`src/hw/d3sm_regs.svh`:
```
// Register offsets, field positions and counts of the receive status monitor
// How it works
// Transmit-empty bit set while spare buffer empty
// Loop-code-change bit set when loop code changes
// Seconds bit toggles on every one-second tick
// Network bit image: three aligned agreeing multiframes in C-bit mode
// Ident bit image: three aligned agreeing multiframes
// M13 mode: ident bit change sets changed flag
// X image needs both X bits equal, three times
// Idle declared after integration reaches timing threshold
// Idle multiframe active below fifteen pattern errors
// AIS form chosen: framed 1010 or unframed ones
// AIS active below fifteen errors, then integrated
// Integrator steps per multiframe, lost alignment lowers it except AIS in unframed-ones mode
// Status bit reads one while condition holds
// Alignment bit reads one when framer unaligned
// Status read clears the ident-changed flag
`ifndef D3SM_REGS_SVH
`define D3SM_REGS_SVH
`define D3SM_OFS_STATUS 32'h0000_0000
`define D3SM_OFS_INT_STAT 32'h0000_0004
`define D3SM_OFS_INT_MASK 32'h0000_0008
`define D3SM_OFS_CTRL 32'h0000_000c
`define D3SM_B_FAS 0
`define D3SM_B_AIS 4
`define D3SM_B_IDLE 5
`define D3SM_B_XIMG 6
`define D3SM_B_AIC 7
`define D3SM_B_NR 8
`define D3SM_B_SEC 9
`define D3SM_B_LPC 10
`define D3SM_B_TXE 11
`define D3SM_B_APS 0
`define D3SM_B_CBIT 1
`define D3SM_THR_HI 15
`define D3SM_THR_LO 8
`define D3SM_CTRL_RST 16'h0a00
`define D3SM_MASK_RST 16'h0000
`define D3SM_ERR_LIMIT 4'hf
`define D3SM_PERSIST 2'h3
`endif

```
`src/hw/d3sm_pkg.sv`:
```
// Types shared by the receive status monitor
package d3sm_pkg;
  // Overhead bits sampled once per multiframe
  typedef struct packed {
    logic x1;
    logic x2;
    logic ident_bit_image;
    logic nr;
  } d3sm_ovh_t;
  // Pattern error strobes, one pulse per bit error
  typedef struct packed {
    logic idle_err;
    logic ais_framed_err;
    logic ais_ones_err;
  } d3sm_err_t;
  // Persistence filter state
  typedef struct packed {
    logic cand;
    logic [1:0] cnt;
  } d3sm_pers_t;
endpackage

```
`src/hw/d3sm_monitor.sv`:
```
// DS3 receive overhead status monitor with AHB-Lite registers
`timescale 1ns/1ns
`include "d3sm_regs.svh"
module d3sm_monitor (
  // Clock and reset
  input wire logic hclk,
  input wire logic hresetn,
  // AHB-Lite slave
  input wire logic hsel,
  input wire logic [31:0] haddr,
  input wire logic [1:0] htrans,
  input wire logic hwrite,
  input wire logic [2:0] hsize,
  input wire logic [31:0] hwdata,
  input wire logic hready,
  output logic hreadyout,
  output logic hresp,
  output logic [31:0] hrdata,
  // Framer side
  input wire logic mf_end,
  input wire logic frame_unaligned_flag,
  input wire d3sm_pkg::d3sm_ovh_t ovh,
  input wire d3sm_pkg::d3sm_err_t errs,
  input wire logic one_sec_tick,
  input wire logic spare_link_tx_pending,
  input wire logic [6:0] loop_code_status_reg,
  // Interrupt
  output logic irq
);
  import d3sm_pkg::*;

  logic [31:0] hrdata_r;
  logic wr_int_r, wr_mask_r, wr_ctrl_r;
  logic [15:0] int_stat_r, int_mask_r, ctrl_r, stat_prev_r;
  logic [15:0] stat_w, rdv, evt, lvl, wclr;
  logic acc, rd_stat, cbit, aligned, aps;
  logic [7:0] thr;
  logic txe_r, lpc_chg_r, sec_r, ident_chg_r, last_aic_r;
  logic [6:0] lc_prev_r;
  logic nr_img_r, aic_img_r, x_img_r;
  d3sm_pers_t p_nr_r, p_aic_r, p_x_r, p_nr_nxt, p_aic_nxt, p_x_nxt;
  logic [3:0] idle_ecnt_r, ais_ecnt_r, idle_ecnt_nxt, ais_ecnt_nxt;
  logic ais_err, idle_act, ais_act;
  logic [7:0] idle_int_r, ais_int_r, idle_int_nxt, ais_int_nxt;
  logic idle_state_r, ais_state_r;

  // Persistence step on one sample
  function automatic d3sm_pers_t d3sm_persist(d3sm_pers_t p, logic s);
    d3sm_pers_t n;
    n = p;
    if (s != p.cand || p.cnt == 2'h0) begin
      n.cand = s;
      n.cnt = 2'h1;
    end else if (p.cnt != `D3SM_PERSIST) begin
      n.cnt = p.cnt + 2'h1;
    end
    return n;
  endfunction

  // Saturating error count
  function automatic logic [3:0] d3sm_sat(logic [3:0] c, logic inc);
    return (c == `D3SM_ERR_LIMIT) ? c : c + {3'h0, inc};
  endfunction

  // Saturating integrator bounded by threshold
  function automatic logic [7:0] d3sm_integ(logic [7:0] c, logic up, logic [7:0] t);
    if (up) begin
      return (c >= t) ? t : c + 8'h01;
    end
    return (c == 8'h00) ? 8'h00 : c - 8'h01;
  endfunction

  ////////////////////////////////////////////////////////////////////////
  // AHB-Lite slave

  assign hreadyout = 1'b1;
  assign hresp = 1'b0;
  assign hrdata = hrdata_r;
  assign acc = hsel && htrans[1] && hready;
  assign rd_stat = acc && !hwrite && haddr == `D3SM_OFS_STATUS;

  // Read mux, unmapped reads zero
  always_comb begin
    if (haddr == `D3SM_OFS_STATUS) begin
      rdv = stat_w;
    end else if (haddr == `D3SM_OFS_INT_STAT) begin
      rdv = int_stat_r;
    end else if (haddr == `D3SM_OFS_INT_MASK) begin
      rdv = int_mask_r;
    end else if (haddr == `D3SM_OFS_CTRL) begin
      rdv = ctrl_r;
    end else begin
      rdv = 16'h0000;
    end
  end

  // Read data captured at address phase
  always_ff @(posedge hclk or negedge hresetn) begin
    if (!hresetn) begin
      hrdata_r <= 32'h0000_0000;
    end else if (acc && !hwrite) begin
      hrdata_r <= {16'h0000, rdv};
    end
  end

  // Write targets held for the data phase
  always_ff @(posedge hclk or negedge hresetn) begin
    if (!hresetn) begin
      wr_int_r <= 1'b0;
      wr_mask_r <= 1'b0;
      wr_ctrl_r <= 1'b0;
    end else begin
      wr_int_r <= acc && hwrite && haddr == `D3SM_OFS_INT_STAT;
      wr_mask_r <= acc && hwrite && haddr == `D3SM_OFS_INT_MASK;
      wr_ctrl_r <= acc && hwrite && haddr == `D3SM_OFS_CTRL;
    end
  end

  // Mask and control registers
  always_ff @(posedge hclk or negedge hresetn) begin
    if (!hresetn) begin
      int_mask_r <= `D3SM_MASK_RST;
      ctrl_r <= `D3SM_CTRL_RST;
    end else begin
      if (wr_mask_r) begin
        int_mask_r <= hwdata[15:0];
      end
      if (wr_ctrl_r) begin
        ctrl_r <= hwdata[15:0];
      end
    end
  end

  assign thr = ctrl_r[`D3SM_THR_HI:`D3SM_THR_LO];
  assign cbit = ctrl_r[`D3SM_B_CBIT];
  assign aps = ctrl_r[`D3SM_B_APS];
  assign aligned = !frame_unaligned_flag;

  ////////////////////////////////////////////////////////////////////////
  // Simple status conditions

  // Spare buffer empty level
  always_ff @(posedge hclk or negedge hresetn) begin
    if (!hresetn) begin
      txe_r <= 1'b0;
    end else begin
      txe_r <= !spare_link_tx_pending;
    end
  end

  // Loop code change, cleared by status read
  always_ff @(posedge hclk or negedge hresetn) begin
    if (!hresetn) begin
      lc_prev_r <= 7'h00;
      lpc_chg_r <= 1'b0;
    end else begin
      lc_prev_r <= loop_code_status_reg;
      if (loop_code_status_reg != lc_prev_r) begin
        lpc_chg_r <= 1'b1;
      end else if (rd_stat) begin
        lpc_chg_r <= 1'b0;
      end
    end
  end

  // One-second toggle
  always_ff @(posedge hclk or negedge hresetn) begin
    if (!hresetn) begin
      sec_r <= 1'b0;
    end else if (one_sec_tick) begin
      sec_r <= !sec_r;
    end
  end

  // Ident bit change in M13 mode
  always_ff @(posedge hclk or negedge hresetn) begin
    if (!hresetn) begin
      last_aic_r <= 1'b0;
      ident_chg_r <= 1'b0;
    end else begin
      if (mf_end) begin
        last_aic_r <= ovh.ident_bit_image;
      end
      if (mf_end && !cbit && ovh.ident_bit_image != last_aic_r) begin
        ident_chg_r <= 1'b1;
      end else if (rd_stat) begin
        ident_chg_r <= 1'b0;
      end
    end
  end

  ////////////////////////////////////////////////////////////////////////
  // Overhead image filters

  always_comb begin
    p_nr_nxt = aligned && cbit ? d3sm_persist(p_nr_r, ovh.nr) : '0;
    p_aic_nxt = aligned ? d3sm_persist(p_aic_r, ovh.ident_bit_image) : '0;
    p_x_nxt = aligned && ovh.x1 == ovh.x2 ? d3sm_persist(p_x_r, ovh.x1) : '0;
  end

  // Images follow three agreeing multiframes
  always_ff @(posedge hclk or negedge hresetn) begin
    if (!hresetn) begin
      p_nr_r <= '0;
      p_aic_r <= '0;
      p_x_r <= '0;
      nr_img_r <= 1'b0;
      aic_img_r <= 1'b0;
      x_img_r <= 1'b0;
    end else if (mf_end) begin
      p_nr_r <= p_nr_nxt;
      p_aic_r <= p_aic_nxt;
      p_x_r <= p_x_nxt;
      if (p_nr_nxt.cnt == `D3SM_PERSIST) begin
        nr_img_r <= p_nr_nxt.cand;
      end
      if (p_aic_nxt.cnt == `D3SM_PERSIST) begin
        aic_img_r <= p_aic_nxt.cand;
      end
      if (p_x_nxt.cnt == `D3SM_PERSIST) begin
        x_img_r <= p_x_nxt.cand;
      end
    end
  end

  ////////////////////////////////////////////////////////////////////////
  // Idle and AIS detection

  assign ais_err = aps ? errs.ais_ones_err : errs.ais_framed_err;
  assign idle_ecnt_nxt = d3sm_sat(idle_ecnt_r, errs.idle_err);
  assign ais_ecnt_nxt = d3sm_sat(ais_ecnt_r, ais_err);
  assign idle_act = idle_ecnt_nxt < `D3SM_ERR_LIMIT && aligned;
  assign ais_act = ais_ecnt_nxt < `D3SM_ERR_LIMIT && (aps || aligned);
  assign idle_int_nxt = d3sm_integ(idle_int_r, idle_act, thr);
  assign ais_int_nxt = d3sm_integ(ais_int_r, ais_act, thr);

  // Per-multiframe error counts
  always_ff @(posedge hclk or negedge hresetn) begin
    if (!hresetn) begin
      idle_ecnt_r <= 4'h0;
      ais_ecnt_r <= 4'h0;
    end else if (mf_end) begin
      idle_ecnt_r <= 4'h0;
      ais_ecnt_r <= 4'h0;
    end else begin
      idle_ecnt_r <= idle_ecnt_nxt;
      ais_ecnt_r <= ais_ecnt_nxt;
    end
  end

  // Integrators and declared states
  always_ff @(posedge hclk or negedge hresetn) begin
    if (!hresetn) begin
      idle_int_r <= 8'h00;
      ais_int_r <= 8'h00;
      idle_state_r <= 1'b0;
      ais_state_r <= 1'b0;
    end else if (mf_end) begin
      idle_int_r <= idle_int_nxt;
      ais_int_r <= ais_int_nxt;
      if (idle_act && idle_int_nxt >= thr) begin
        idle_state_r <= 1'b1;
      end else if (!idle_act && idle_int_nxt == 8'h00) begin
        idle_state_r <= 1'b0;
      end
      if (ais_act && ais_int_nxt >= thr) begin
        ais_state_r <= 1'b1;
      end else if (!ais_act && ais_int_nxt == 8'h00) begin
        ais_state_r <= 1'b0;
      end
    end
  end

  ////////////////////////////////////////////////////////////////////////
  // Status word and interrupts

  // Current conditions as status bits
  always_comb begin
    stat_w = 16'h0000;
    stat_w[`D3SM_B_FAS] = frame_unaligned_flag;
    stat_w[`D3SM_B_AIS] = ais_state_r;
    stat_w[`D3SM_B_IDLE] = idle_state_r;
    stat_w[`D3SM_B_XIMG] = x_img_r;
    stat_w[`D3SM_B_AIC] = aic_img_r;
    stat_w[`D3SM_B_NR] = cbit ? nr_img_r : ident_chg_r;
    stat_w[`D3SM_B_SEC] = sec_r;
    stat_w[`D3SM_B_LPC] = lpc_chg_r;
    stat_w[`D3SM_B_TXE] = txe_r;
  end

  // Level bits raise on any edge, flags only on set
  always_comb begin
    lvl = 16'hffff;
    lvl[`D3SM_B_LPC] = 1'b0;
    lvl[`D3SM_B_NR] = cbit;
    evt = (stat_w ^ stat_prev_r) & (stat_w | lvl);
    wclr = wr_int_r ? hwdata[15:0] : 16'h0000;
  end

  // Sticky status, set wins over write-one clear
  always_ff @(posedge hclk or negedge hresetn) begin
    if (!hresetn) begin
      stat_prev_r <= 16'h0000;
      int_stat_r <= 16'h0000;
    end else begin
      stat_prev_r <= stat_w;
      int_stat_r <= (int_stat_r & ~wclr) | evt;
    end
  end

  assign irq = |(int_stat_r & int_mask_r);
endmodule

```
`config.mk`:
```
export PLATFORM = sky130hd
export DESIGN_NAME = d3sm_monitor
export DESIGN_NICKNAME = d
export VERILOG_FILES = /design/src/hw/d3sm_pkg.sv /design/src/hw/d3sm_monitor.sv
export VERILOG_INCLUDE_DIRS = /design/src /design/src/hw
export SDC_FILE = /design/constraint.sdc
export NUM_CORES = 1
export LEC_CHECK = 0
export BUFFER_PORTS_ARGS = -buffer_cell sky130_fd_sc_hd__buf_2
export CAP_MARGIN = 15
export CORE_AREA = 4 4 127 129
export CTS_CLUSTER_SIZE = 28
export DETAILED_ROUTE_END_ITERATION = 8
export DIE_AREA = 0 0 131 133
export GPL_TIMING_DRIVEN = 0
export PLACE_DENSITY = 0.72
export SETUP_SLACK_MARGIN = 0.05
export SKIP_LAST_GASP = 1
export SYNTH_ARGS = -nofsm -noshare
export SYNTH_HDL_FRONTEND = slang
export SYNTH_SLANG_ARGS = --single-unit
```
`constraint.sdc`:
```
create_clock -name hclk -period 8.7 [get_ports hclk]
set_clock_uncertainty 0.05 [all_clocks]
set_input_delay 0.87 -clock hclk [delete_from_list [all_inputs] [get_ports hclk]]
set_output_delay 0.87 -clock hclk [all_outputs]
set_load 0.03 [all_outputs]
```
# Word-level counts from Yosys, hierarchy flattened
# Index checks and enable logic that the tools add are counted.
# Widths: inputs -> output; s select.
[word_totals]
reg_bits = 126
out_inout_bits = 35
inputBits = 92
[classes]
addsub = 9
reduce_logical = 47
muxes = 40
n_bitwise = 7
magnitude_cmp = 6
n_eq_ne = 17
[op_table]
columns = ["cell", "n"]
rows = [
  ["$mux 16", 5],
  ["$eq 32x4->1 const B", 2],
  ["$mux 8", 8],
  ["$and 16x16->16", 2],
  ["$eq 32x3->1 const B", 1],
  ["$ge 8x8->1", 4],
  ["$logic_not 32->1", 1],
  ["$logic_not 8->1", 4],
  ["$logic_and 1x1->1", 18],
  ["$add 8x1->8 const B", 2],
  ["$and 12x16->16", 1],
  ["$mux 4", 4],
  ["$not 16->16", 1],
  ["$or 12x16->16", 1],
  ["$or 16x16->16", 1],
  ["$reduce_or 16->1", 1],
  ["$sub 8x1->8 const B", 2],
  ["$mux 1", 14],
  ["$mux 2", 6],
  ["$xor 12x12->12", 1],
  ["$reduce_and 2->1", 5],
  ["$mux 3", 3],
  ["$add 4x1->4", 2],
  ["$eq 4x4->1 const B", 2],
  ["11 further kinds", 35],
]

# Depth between registers and ports, before layout
# Gate-level depths: netlist (run 1).
[logic_depth]
word_depth = 11
ltp_mapped = 18

# Worst setup path before layout (run 1)
# Ideal clock, no wire load.
[synth_timing]
path_type = "input port to flip-flop"
from = "input errs[0] (netlist name)"
to = "register ais_state_r"
required_ps = 8529
path_buffers = 2
path_stages = 18
arrival_time_ps = 3720
slack_ps = 4809
setup_ps = 121
cell_sequence = "mux2_2 ha_1 ha_1 nor2b_1 a21oi_1 o21ai_1 a311o_1 buf_2 buf_2 nor2_1 a2bb2oi_1 ha_1 nand2b_1 a21o_1 a21o_1 a21oi_1 o21ai_0 a22o_1"
[synth_between]
elab_chain_len = 11
[synth_rtl]
columns = ["element", "line", "rtl"]
rows = [
  ["start: declaration", "d3sm_monitor.sv:23", "input wire d3sm_pkg::d3sm_err_t errs,"],
  ["$mux 1 (*)", "d3sm_monitor.sv:229", "assign ais_err = aps ? errs.ais_ones_err : errs.ais_framed_err;"],
  ["$add 4x1->4 (*)", "d3sm_monitor.sv:62", "return (c == `D3SM_ERR_LIMIT) ? c : c + {3'h0, inc};"],
  ["$mux 4 (*)", "d3sm_monitor.sv:62", ""],
  ["$lt 4x4->1 (no source line) (*)", "--", ""],
  ["$logic_and 1x1->1 (*)", "d3sm_monitor.sv:233", "assign ais_act = ais_ecnt_nxt < `D3SM_ERR_LIMIT && (aps || aligned);"],
  ["$mux 1", "d3sm_monitor.sv:67", "if (up) begin"],
  ["$mux 8", "d3sm_monitor.sv:70", "return (c == 8'h00) ? 8'h00 : c - 8'h01;"],
  ["$ge 8x8->1 / $logic_not 8->1 (equally long branches)", "d3sm_monitor.sv:266, d3sm_monitor.sv:268", ""],
  ["$logic_and 1x1->1, on equally long branches", "d3sm_monitor.sv:266, d3sm_monitor.sv:268", ""],
  ["$reduce_bool 2->1 (no source line)", "--", ""],
  ["$reduce_and 2->1 (no source line)", "--", ""],
  ["end signal: assignment", "d3sm_monitor.sv:257", "ais_state_r <= 1'b0;"],
  ["end signal: assignment", "d3sm_monitor.sv:267", "ais_state_r <= 1'b1;"],
  ["end signal: assignment", "d3sm_monitor.sv:269", "ais_state_r <= 1'b0;"],
  ["end: declaration", "d3sm_monitor.sv:45", "logic idle_state_r, ais_state_r;"],
]
# Mark *: on every way between the ends. The rest lies on a longest branch, timed or not.
# A chain may end at the register's enable or synchronous reset.

# Final worst setup path (run 1)
[layout_timing]
from = "input errs[0] (netlist name)"
to = "register ais_state_r"
[layout_between]
elab_chain_len = 11
[layout_rtl]
columns = ["element", "line", "rtl"]
rows = [
  ["$mux 1 (*)", "d3sm_monitor.sv:229", ""],
  ["$add 4x1->4 (*)", "d3sm_monitor.sv:62", ""],
  ["$mux 4 (*)", "d3sm_monitor.sv:62", ""],
  ["$lt 4x4->1 (no source line) (*)", "--", ""],
  ["$logic_and 1x1->1 (*)", "d3sm_monitor.sv:233", ""],
  ["$mux 1 (*)", "d3sm_monitor.sv:67", ""],
  ["$mux 8 (*)", "d3sm_monitor.sv:70", ""],
  ["named net ais_int_nxt[1]", "d3sm_monitor.sv:44", "logic [7:0] idle_int_r, ais_int_r, idle_int_nxt, ais_int_nxt;"],
  ["$ge 8x8->1 / $logic_not 8->1 (equally long branches)", "d3sm_monitor.sv:266, d3sm_monitor.sv:268", ""],
  ["$logic_and 1x1->1, on equally long branches", "d3sm_monitor.sv:266, d3sm_monitor.sv:268", ""],
  ["$reduce_bool 2->1 (no source line)", "--", ""],
  ["$reduce_and 2->1 (no source line)", "--", ""],
]
# The timed path passes the listed nets; every way through them passes the cells marked *.

==> results.md, run 1 <==
* Core region area at between 15000 and 20000 µm²
* DRC at 0
* P_sw at between 600 and 700 µW
* Via/cell ratio at about 5.7
* Status: finished clean
* Clk Latency, worst-skew pair at 0.42 ns
* Post-cts gate resize count at 0
* Initial Util at about 50%
* Pwr dens at between 200 and 250 nW/µm²
* Commonest non-fill, non-tap cell in the layout: dfrtp_1
* Pre-CTS WS at roughly 4.3 ns
* Inserted Diodes at 0
* Final hold vios at 0
* DRT iter0 DRCs at around 520
* Sequential Power Share at between 30% and 40%
* Synth Instances at 722
* Max FO, Critical Path at 10
* Layout area overhead at 18.6%
* Max-Cap Viols at 0
* DIE AREA at 17400 µm²
* Crit path launch type: primary input
* Final min period at a little over 4 ns
* Final #Nets at between 900 and 1000
* EDFF count, synth at 0
* Fillers at between 1000 and 1500
* Post-synth top area share at around 42%
* Die width at ~130 µm
* Initial DRT Pass Iterations at 5
* Post-CTS setup buffer count at 0
* Initial antenna violation count at 0
* Setup_tns at 0 ns
* FFs w/ async S/R, synth at between 90% and 100%
* Ratio of cells with drive above 1 in the final layout at 23.6%
* Clk sink count at 126
* Arr. time, crit path at 4.28 ns
* Total gr overflow at 0
* Post-DP Area at a little over 8000 µm²
* Global-route wire length before repair at roughly 30000 µm
* Setup CP Type: in -> reg
* Final worst path period share at a little under half
* Clock power frac at between 30% and 40%
* Worst setup EP type: flip-flop
* Largest net degree at the start of global routing at 93
* Post-DP HPWL at roughly 14000 µm
* Worst IR Drop VDD at about 0.00016 V
* Req. time, crit path at roughly 9.0 ns
* Synth cell types at 68
* H-tree depth at 4
* Worst Hold Class: in -> async
* Switching share of power at between 30% and 40%
* FMAX at 249 MHz
* Root buf cell: clkbuf_16
* IO Count at 127
* Vias in the first global route at ~5800
* Synth top area cells: dfrtp_1, ha_1, mux2_2
* Synth Area per Inst at 10.1 µm²
* Final Util at approximately 58%
* Most frequent cells in the layout: dfrtp_1, buf_2, nand2_1
* Internal power at 1.29 mW
* Main synth FF type: dfrtp_1
* Ys Warns at 0
* CTS Buf Count at 17
* CTS tree: yes
* Worst-path clk slew at 0.06 ns
* RSZ-0062 raised after global routing: no
* Syn Std Cell Area at ~7300 µm²
* Die height at ~130 µm
* Via Count at approximately 6000
* Leading area contributor after synthesis: dfrtp_1
* Setup slack after layout at between 4 and 5 ns
* GRT Total Usage at roughly 22%
* Final Setup Violations at 0
* Slew HR at a little under half
* CTS Buffer Depth at 2
* Slew @ Worst Pin at about 0.81 ns
* Avg WL per Cell at between 15 and 20 µm
* Post-route design area at slightly below 9000 µm²
* Total power at 1.92 mW
* Sequential-to-total area share from yosys stat at a little over two fifths
* Global placement routability congestion at approximately 0.90
* Row count at 45
* Max-slew violation count at 0
* Flops & latches, synth at 126
* Combinational share of power at 26.7%
* Cts hold-fix bufs at 0
* Pleak at between 4 and 5 nW
* DRT Wirelength at ~19000 µm
* Final ANT Viol Nets at 0
* I/O Buffers at 88
[cells in the mapped netlist (12+ instances only)]
master      n
a21oi_1    19
clkbuf_1   23
nand2_1    67
mux2_2     40
xnor2_1    28
o21ai_0    44
mux2i_1    17
nand3_1    22
nand4_1    12
ha_1       42
nor2_1     32
buf_4      18
dfrtp_1   124
inv_1      40
[sequential cells by signal (all words and copies together), names as in the netlist, 3 cells and up]
name         flops
lc_prev_r        7
ctrl_r          16
ais_int_r        8
int_stat_r      16
idle_ecnt_r      4
ais_ecnt_r       4
idle_int_r       8
stat_prev_r      9
p_x_r            3
p_nr_r           3
hrdata          16
int_mask_r      16
p_aic_r          3
[area by class of cell]
class / count / area, µm² / area share (%)
repair buffers: 89 / 474 / 5.46
well taps: 188 / 235 / 2.71
inverters: 40 / 150 / 1.73
flip-flops and latches: 126 / 3160 / 36.3
clock inverters: 12 / 135 / 1.56
clock buffers: 20 / 457 / 5.26
plain buffers: 53 / 274 / 3.15
multi-input cells: 519 / 3810 / 43.8
[critical path, cell delays in order]
cell	delay, ns
buf_2	0.10
mux2_2	0.25
ha_1	0.21
ha_1	0.22
or3_1	0.34
o21ai_1	0.10
a311o_1	0.18
buf_2	0.19
buf_2	0.25
nand2_1	0.18
o22ai_1	0.27
ha_1	0.28
a21o_1	0.15
a21o_1	0.18
a21oi_1	0.20
o21ai_0	0.12
a22o_1	0.22
[per-stage QoR]
step / std cells / hold WS [ns]
floorplan: 738 / 0.320
finish: 1047 / 0.288
global placement: 1014 / 0.357
CTS: 1047 / 0.298
detailed placement: 1015 / 0.357
global route: 1047 / 0.301
[metal layers]
layer  global-route usage [%]  vias to the layer above  wire length (µm)
met1                     31.3                     2882              8460
met5                        0                        -                 0
met3                     4.08                       30              1100
met2                     34.3                      216              8790
li1                         -                     2830                 -
met4                     8.46                        0               492
[power by group through the flow]
stage | registers [mW] | logic [mW] | clock network, mW
after floorplan | 0.682 | 0.387 | 0
after global placement | 0.700 | 0.493 | 0
after detailed placement | 0.700 | 0.503 | 0
after CTS | 0.691 | 0.508 | 0.722
after global routing | 0.697 | 0.579 | 0.752
final | 0.694 | 0.513 | 0.713
[final timing paths]
path                                       from        endpoint  cells after the start  slack [ns]
worst max-delay path                    errs[0]     ais_state_r                     17        4.68
worst min-delay path                    hresetn    ais_int_r[0]                      1        0.29
worst max register to register        ctrl_r[0]     ais_state_r                     16        4.70
worst min register to register  stat_prev_r[10]  int_stat_r[10]                      1        0.37
max in group asynchronous               hresetn      ctrl_r[11]                      2        7.52
min in group hclk               stat_prev_r[10]  int_stat_r[10]                      1        0.37
[kinds of logic (layout without fill, tap and decap cells)]
logic type      Yosys count  count (layout)  synth area share (%)
buf+inv                  93             214                  5.79
compound gates          152             152                  13.9
simple gates            203             203                  14.1
fa+ha+maj                42              42                  7.17
xor+xnor                 38              38                  4.65
flops                   126             126                  43.1
other cells               2              18                 0.103
mux                      66              66                  11.2
(Power assumes the default switching activity.)
==> run 2, diff against run 1 <==
PLACE_DENSITY = 0.75   (was 0.72)
clock period = 3.4 ns   (was 8.7 ns; I/O delays follow)
==> run 2 against run 1 <==
- the flow now finishes with violations (negative setup slack)
- combinational power grew to 2.7 times the previous value
- register-to-register slack worse by 4.9 ns
- flip-flop and latch count unchanged
- largest cell class unchanged
- largest power group unchanged
- highest routed layer unchanged
==> results.md, run 2 (synthesis gave the netlist of run 1 again) <==
* Setup slack after layout at -0.159 ns
* Total gr overflow at 0
* Core region area at around 15000 µm²
* Global placement routability congestion at approximately 0.90
* H-tree depth at 4
* Max-Cap Viols at 0
* Slew @ Worst Pin at ~0.71 ns
* Largest net degree at the start of global routing at between 90 and 100
* Slew HR at 52.7%
* FMAX at 281 MHz
* Row count at 45
* Commonest non-fill, non-tap cell in the layout: dfrtp_1
* Arr. time, crit path at around 3.8 ns
* Final #Nets at 995
* Via/cell ratio at ~5.7
* DRT Wirelength at 19400 µm
* CP max stage delay at approximately 0.43 ns
* Worst setup EP type: flip-flop
* Root buf cell: clkbuf_16
* CTS Buffer Depth at 2
* Initial antenna violation count at 0
* Inserted Diodes at 0
* CTS tree: yes
* Via Count at roughly 6100
* Final worst path period share at 105%
* DRT iter0 DRCs at a little over 600
* Status: complete, but fails checks
* Hold Slack at ~0.0086 ns
* IO Count at about 130
* Failing checks: negative setup slack
* Pwr dens at ~560 nW/µm²
* Final min period at 3.56 ns
* Pleak at ~4.3 nW
* Most frequent cells in the layout: dfrtp_1, buf_2, nand2_1
* Avg WL per Cell at ~18 µm
* Post-DP Area at slightly above 8000 µm²
* Post-route design area at 9020 µm²
* Crit-path cells: mux2_4 -> ha_4 -> ha_4 -> or3_1 -> o21ai_1 -> a311o_1 -> buf_6 -> mux2i_4 -> a2bb2oi_2 -> ha_1 -> nand2b_4 -> a21o_1 -> a21o_1 -> a21oi_2 -> o21ai_1 -> a22o_1
* Max FO, Critical Path at 6
* Ratio of cells with drive above 1 in the final layout at 26.5%
* RSZ-0062 raised after global routing: yes
* Setup_tns at -0.159 ns
* Die width at between 100 and 150 µm
* Vias in the first global route at 5925
* Final hold vios at 0
* Worst path bufs/invs at 1
* Total power at approximately 5 mW
* Fillers at ~1300
* CTS Buf Count at 17
* GRT Total Usage at between 20% and 30%
* Req. time, crit path at around 3.7 ns
* Initial Util at between 40% and 50%
* Max-slew violation count at 0
* Pre-CTS WS at -0.476 ns
* Die height at between 100 and 150 µm
* Critical-path top delay cell: dfrtp_2
* I/O Buffers at 88
* Initial DRT Pass Iterations at 5
* Clk sink count at 126
* Worst-path clk slew at 0.06 ns
* Global-route wire length before repair at approximately 31000 µm
* Final Setup Violations at 1
* Worst IR Drop VDD at ~0.00049 V
* Crit path launch type: flip-flop
* Layout area overhead at 23.1%
* Final ANT Viol Nets at 0
* Worst path top cell family by delay: compound AO/OA/AOI/OAI gates
* Setup CP Type: reg -> reg
* DRC at 0
* Clk Latency, worst-skew pair at roughly 0.42 ns
* Worst Hold Class: in -> reg
* Post-DP HPWL at 13700 µm
* DIE AREA at between 15000 and 20000 µm²
-- run 2: cell count changes in the layout (fill, tap and decap cells not counted), sizes merged, moves of 2 or more --
cell / before / now
clkbuf: 43 / 46
clkinv: 7 / 2
dlygate4sd3: 0 / 8
inv: 42 / 40
clkinvlp: 1 / 4
buf: 119 / 126
-- run 2: worst register-to-register path: stages, from the launching register on --
cell and delay [ns]:
dfrtp_2 0.43, mux2_4 0.32, ha_4 0.17, ha_4 0.16
or3_1 0.35, o21ai_1 0.10, a311o_1 0.21, buf_6 0.15
mux2i_4 0.24, a2bb2oi_2 0.17, ha_1 0.25, nand2b_4 0.13
a21o_1 0.15, a21o_1 0.16, a21oi_2 0.13, o21ai_1 0.09
a22o_1 0.19
-- run 2: where the power goes --
group	total, mW	switching, mW	internal (mW)	leakage [nW]
clock	1.88	0.674	1.21	0.286
combinational	1.41	0.784	0.627	2.44
sequential	1.77	0.154	1.62	1.58
total	5.07	1.61	3.46	4.31
-- run 2: per-layer routing --
layer  part of all wire, %  routed length (µm)  GRT usage [%]  vias up
li1                      -                   -              -     2859
met1                    45                8740           32.1     2979
met2                    48                9330           35.9      199
met3                   5.4                1050           4.20       28
met4                   1.7                 333           7.77        0
met5                     0                   0              0        -
-- run 2: layout make-up --
cell class	count	area (µm²)	area share [%]
multi-input combinational	519	3950	43.8
sequential	126	3160	35.0
timing repair buffer	104	607	6.73
clock buffer	23	478	5.30
buffer	53	309	3.43
tap	188	235	2.61
inverter	40	150	1.67
clock inverter	9	134	1.48
-- run 2: what timing repair did --
item	CTS	global route
pin swaps	14	2
hold endpoints to repair	42	0
setup endpoints to repair	2	2
buffers inserted	7	0
hold buffers	8	0
resized for setup	25	14
-- run 2: through the flow --
step / instances / utilization, %
after floorplan: 738 / -
after global placement: 1014 / 53.8
after detailed placement: 1015 / 54.0
after CTS: 1062 / 59.5
after global routing: 1062 / 60.0
final: 1062 / 60.0
-- run 2: path summary, 6_finish.rpt --
path	start	to	slack, ns	cells past startpoint
min in group asynchronous	hresetn	idle_int_r[2]	0.33	2
min reg2reg	stat_prev_r[10]	int_stat_r[10]	0.39	1
max in group asynchronous	hresetn	int_mask_r[8]	2.20	3
max reg2reg	ctrl_r[0]	ais_state_r	-0.16	16
min	loop_code_status_reg[3]	lc_prev_r[3]	0.009	1
max	ctrl_r[0]	ais_state_r	-0.16	16
==> run 3, diff against run 2 <==
PLACE_DENSITY = 0.74   (was 0.75)
==> run 3 against run 2 <==
- the flow still finishes with violations (negative setup slack)
- setup slack better by 0.014 ns
- global-route usage shrank 0.27 points
- sequential power is essentially flat
- maximum frequency is 0.41% higher
- cell area is 0.54% lower
- first-iteration DRC count decreased by 3.1%
- core utilization decreased by 0.32 points
- non-clock buffer count fell by 3
- clock power is 8% higher
==> results.md, run 3 (synthesis gave the netlist of run 1 again) <==
* CTS tree: yes
* Pre-CTS WS at -0.459 ns
* Row count at 45
* Worst-path clk slew at roughly 0.050 ns
* Critical-path top delay cell: dfrtp_2
* Post-DP HPWL at around 14000 µm
* DRC at 0
* Post-DP Area at between 8000 and 9000 µm²
* RSZ-0062 raised after global routing: yes
* Max FO, Critical Path at 6
* Most frequent cells in the layout: dfrtp_1, buf_2, nand2_1
* Failing checks: negative setup slack
* Max-slew violation count at 0
* Via Count at between 6000 and 7000
* Die height at roughly 130 µm
* Setup slack after layout at -0.145 ns
* Final ANT Viol Nets at 0
* Worst setup startpoint: ctrl_r[0]
* Layout area overhead at 22.4%
* Root buf cell: clkbuf_16
* Pwr dens at 579 nW/µm²
* FMAX at 282 MHz
* I/O Buffers at ~90
* Final worst path period share at 104%
* GRT Total Usage at 22.7%
* Final min period at 3.54 ns
* Total gr overflow at 0
* Crit path to: ais_state_r
* Die width at approximately 130 µm
* Final hold vios at 0
* Arr. time, crit path at ~3.8 ns
* IO Count at around 130
* Max-Cap Viols at 0
* Crit path launch type: flip-flop
* Clk Latency, worst-skew pair at approximately 0.43 ns
* Status: complete, but fails checks
* Setup CP Type: reg -> reg
* DIE AREA at roughly 17000 µm²
* Global-route wire length before repair at 31000 µm
* Vias in the first global route at 6015
* CTS Buffer Depth at 2
* DRT Wirelength at about 19000 µm
* Final #Nets at 992
* Setup_tns at -0.230 ns
* Clk sink count at between 100 and 150
* Worst Hold Class: in -> reg
* Reg2reg path depth at 16
* Ratio of cells with drive above 1 in the final layout at between 20% and 30%
* Slew HR at between 50% and 60%
* Worst path bufs/invs at 1
* Crit-path cells: mux2_4 -> ha_4 -> ha_4 -> or3_1 -> o21ai_1 -> a311o_1 -> buf_6 -> mux2i_1 -> a2bb2oi_1 -> ha_1 -> nand2b_1 -> a21o_1 -> a21o_1 -> a21oi_2 -> o21ai_1 -> a22o_1
* Largest net degree at the start of global routing at about 100
* DRT iter0 DRCs at roughly 600
* Initial DRT Pass Iterations at 5
* RR Startpoint: ctrl_r[0]
* Core region area at approximately 15000 µm²
* Via/cell ratio at approximately 5.8
* Inserted Diodes at 0
* Commonest non-fill, non-tap cell in the layout: dfrtp_1
* Initial Util at around 49%
* Pleak at around 4.3 nW
* Post-route design area at roughly 9000 µm²
* CTS Buf Count at 17
* Final Setup Violations at 2
* Worst flop-to-flop path endpoint: ais_state_r
* Worst setup EP type: flip-flop
* CP max stage delay at 0.43 ns
* Avg WL per Cell at about 18 µm
* Fillers at 1243
* Global placement routability congestion at about 0.94
* Critical path depth at 16
* Req. time, crit path at about 3.7 ns
* Slew @ Worst Pin at a little over 0.7 ns
* R2R setup slack at -0.14 ns
* H-tree depth at 4
* Initial antenna violation count at 0
* Worst IR Drop VDD at around 0.00038 V
* Worst path top cell family by delay: compound AO/OA/AOI/OAI gates
## run 3: area by class of cell
cell class,instances,area (µm²),share of cell area [%]
sequential,126,3160,35.2
inverter,40,150,1.67
multi-input combinational,519,3880,43.2
buffer,53,303,3.38
clock buffer,19,453,5.05
clock inverter,13,211,2.36
timing repair buffer,101,582,6.49
tap,188,235,2.62
## run 3: worst min path at each step
stage | from | end | slack [ns] | depth (start not counted)
6_report | loop_code_status_reg[3] | lc_prev_r[3] | 0.009 | 1
5_1_grt | loop_code_status_reg[3] | lc_prev_r[3] | 0.007 | 1
4_1_cts | loop_code_status_reg[3] | lc_prev_r[3] | 0.001 | 1
3_5_place_dp | hresetn | idle_ecnt_r[2] | 0.18 | 1
3_3_place_gp | stat_prev_r[10] | int_stat_r[10] | 0.35 | 1
2_1_floorplan | hresetn | aic_img_r | -0.006 | 0
## run 3: routing by layer
metal  share of wire (%)  vias to the layer above  track usage, %  wire length (µm)
li1                    -                     2854               -                 -
met1                  45                     2988            31.5              8740
met2                  47                      223            35.2              9060
met3                 6.0                       44            4.16              1160
met4                 2.4                        0            8.69               471
met5                   0                        -               0                 0
## run 3: power by group
| part | switching (mW) | internal (mW) | total (mW) |
|---|---|---|---|
| clock | 0.690 | 1.34 | 2.03 |
| sequential | 0.154 | 1.62 | 1.77 |
| combinational | 0.775 | 0.610 | 1.39 |
## run 3: stage by stage
| stage | std cells | hold WS, ns | utilization [%] | power, mW |
|---|---|---|---|---|
| floorplan | 738 | -0.00559 | - | 2.74 |
| global placement | 1014 | 0.352 | 53.8 | 3.05 |
| detailed placement | 1015 | 0.184 | 54.0 | 3.08 |
| CTS | 1059 | 0.00129 | 59.5 | 5.16 |
| global route | 1059 | 0.00675 | 59.7 | 5.44 |
| finish | 1059 | 0.00855 | 59.7 | 5.19 |
## run 3: what timing repair did
action                                 in CTS  in global routing
pin swaps                                  10                  7
hold buffers                                7                  0
setup endpoints to repair                   2                  2
endpoints found under the hold margin      32                  0
resized for setup                          14                 10
setup buffers                               5                  0
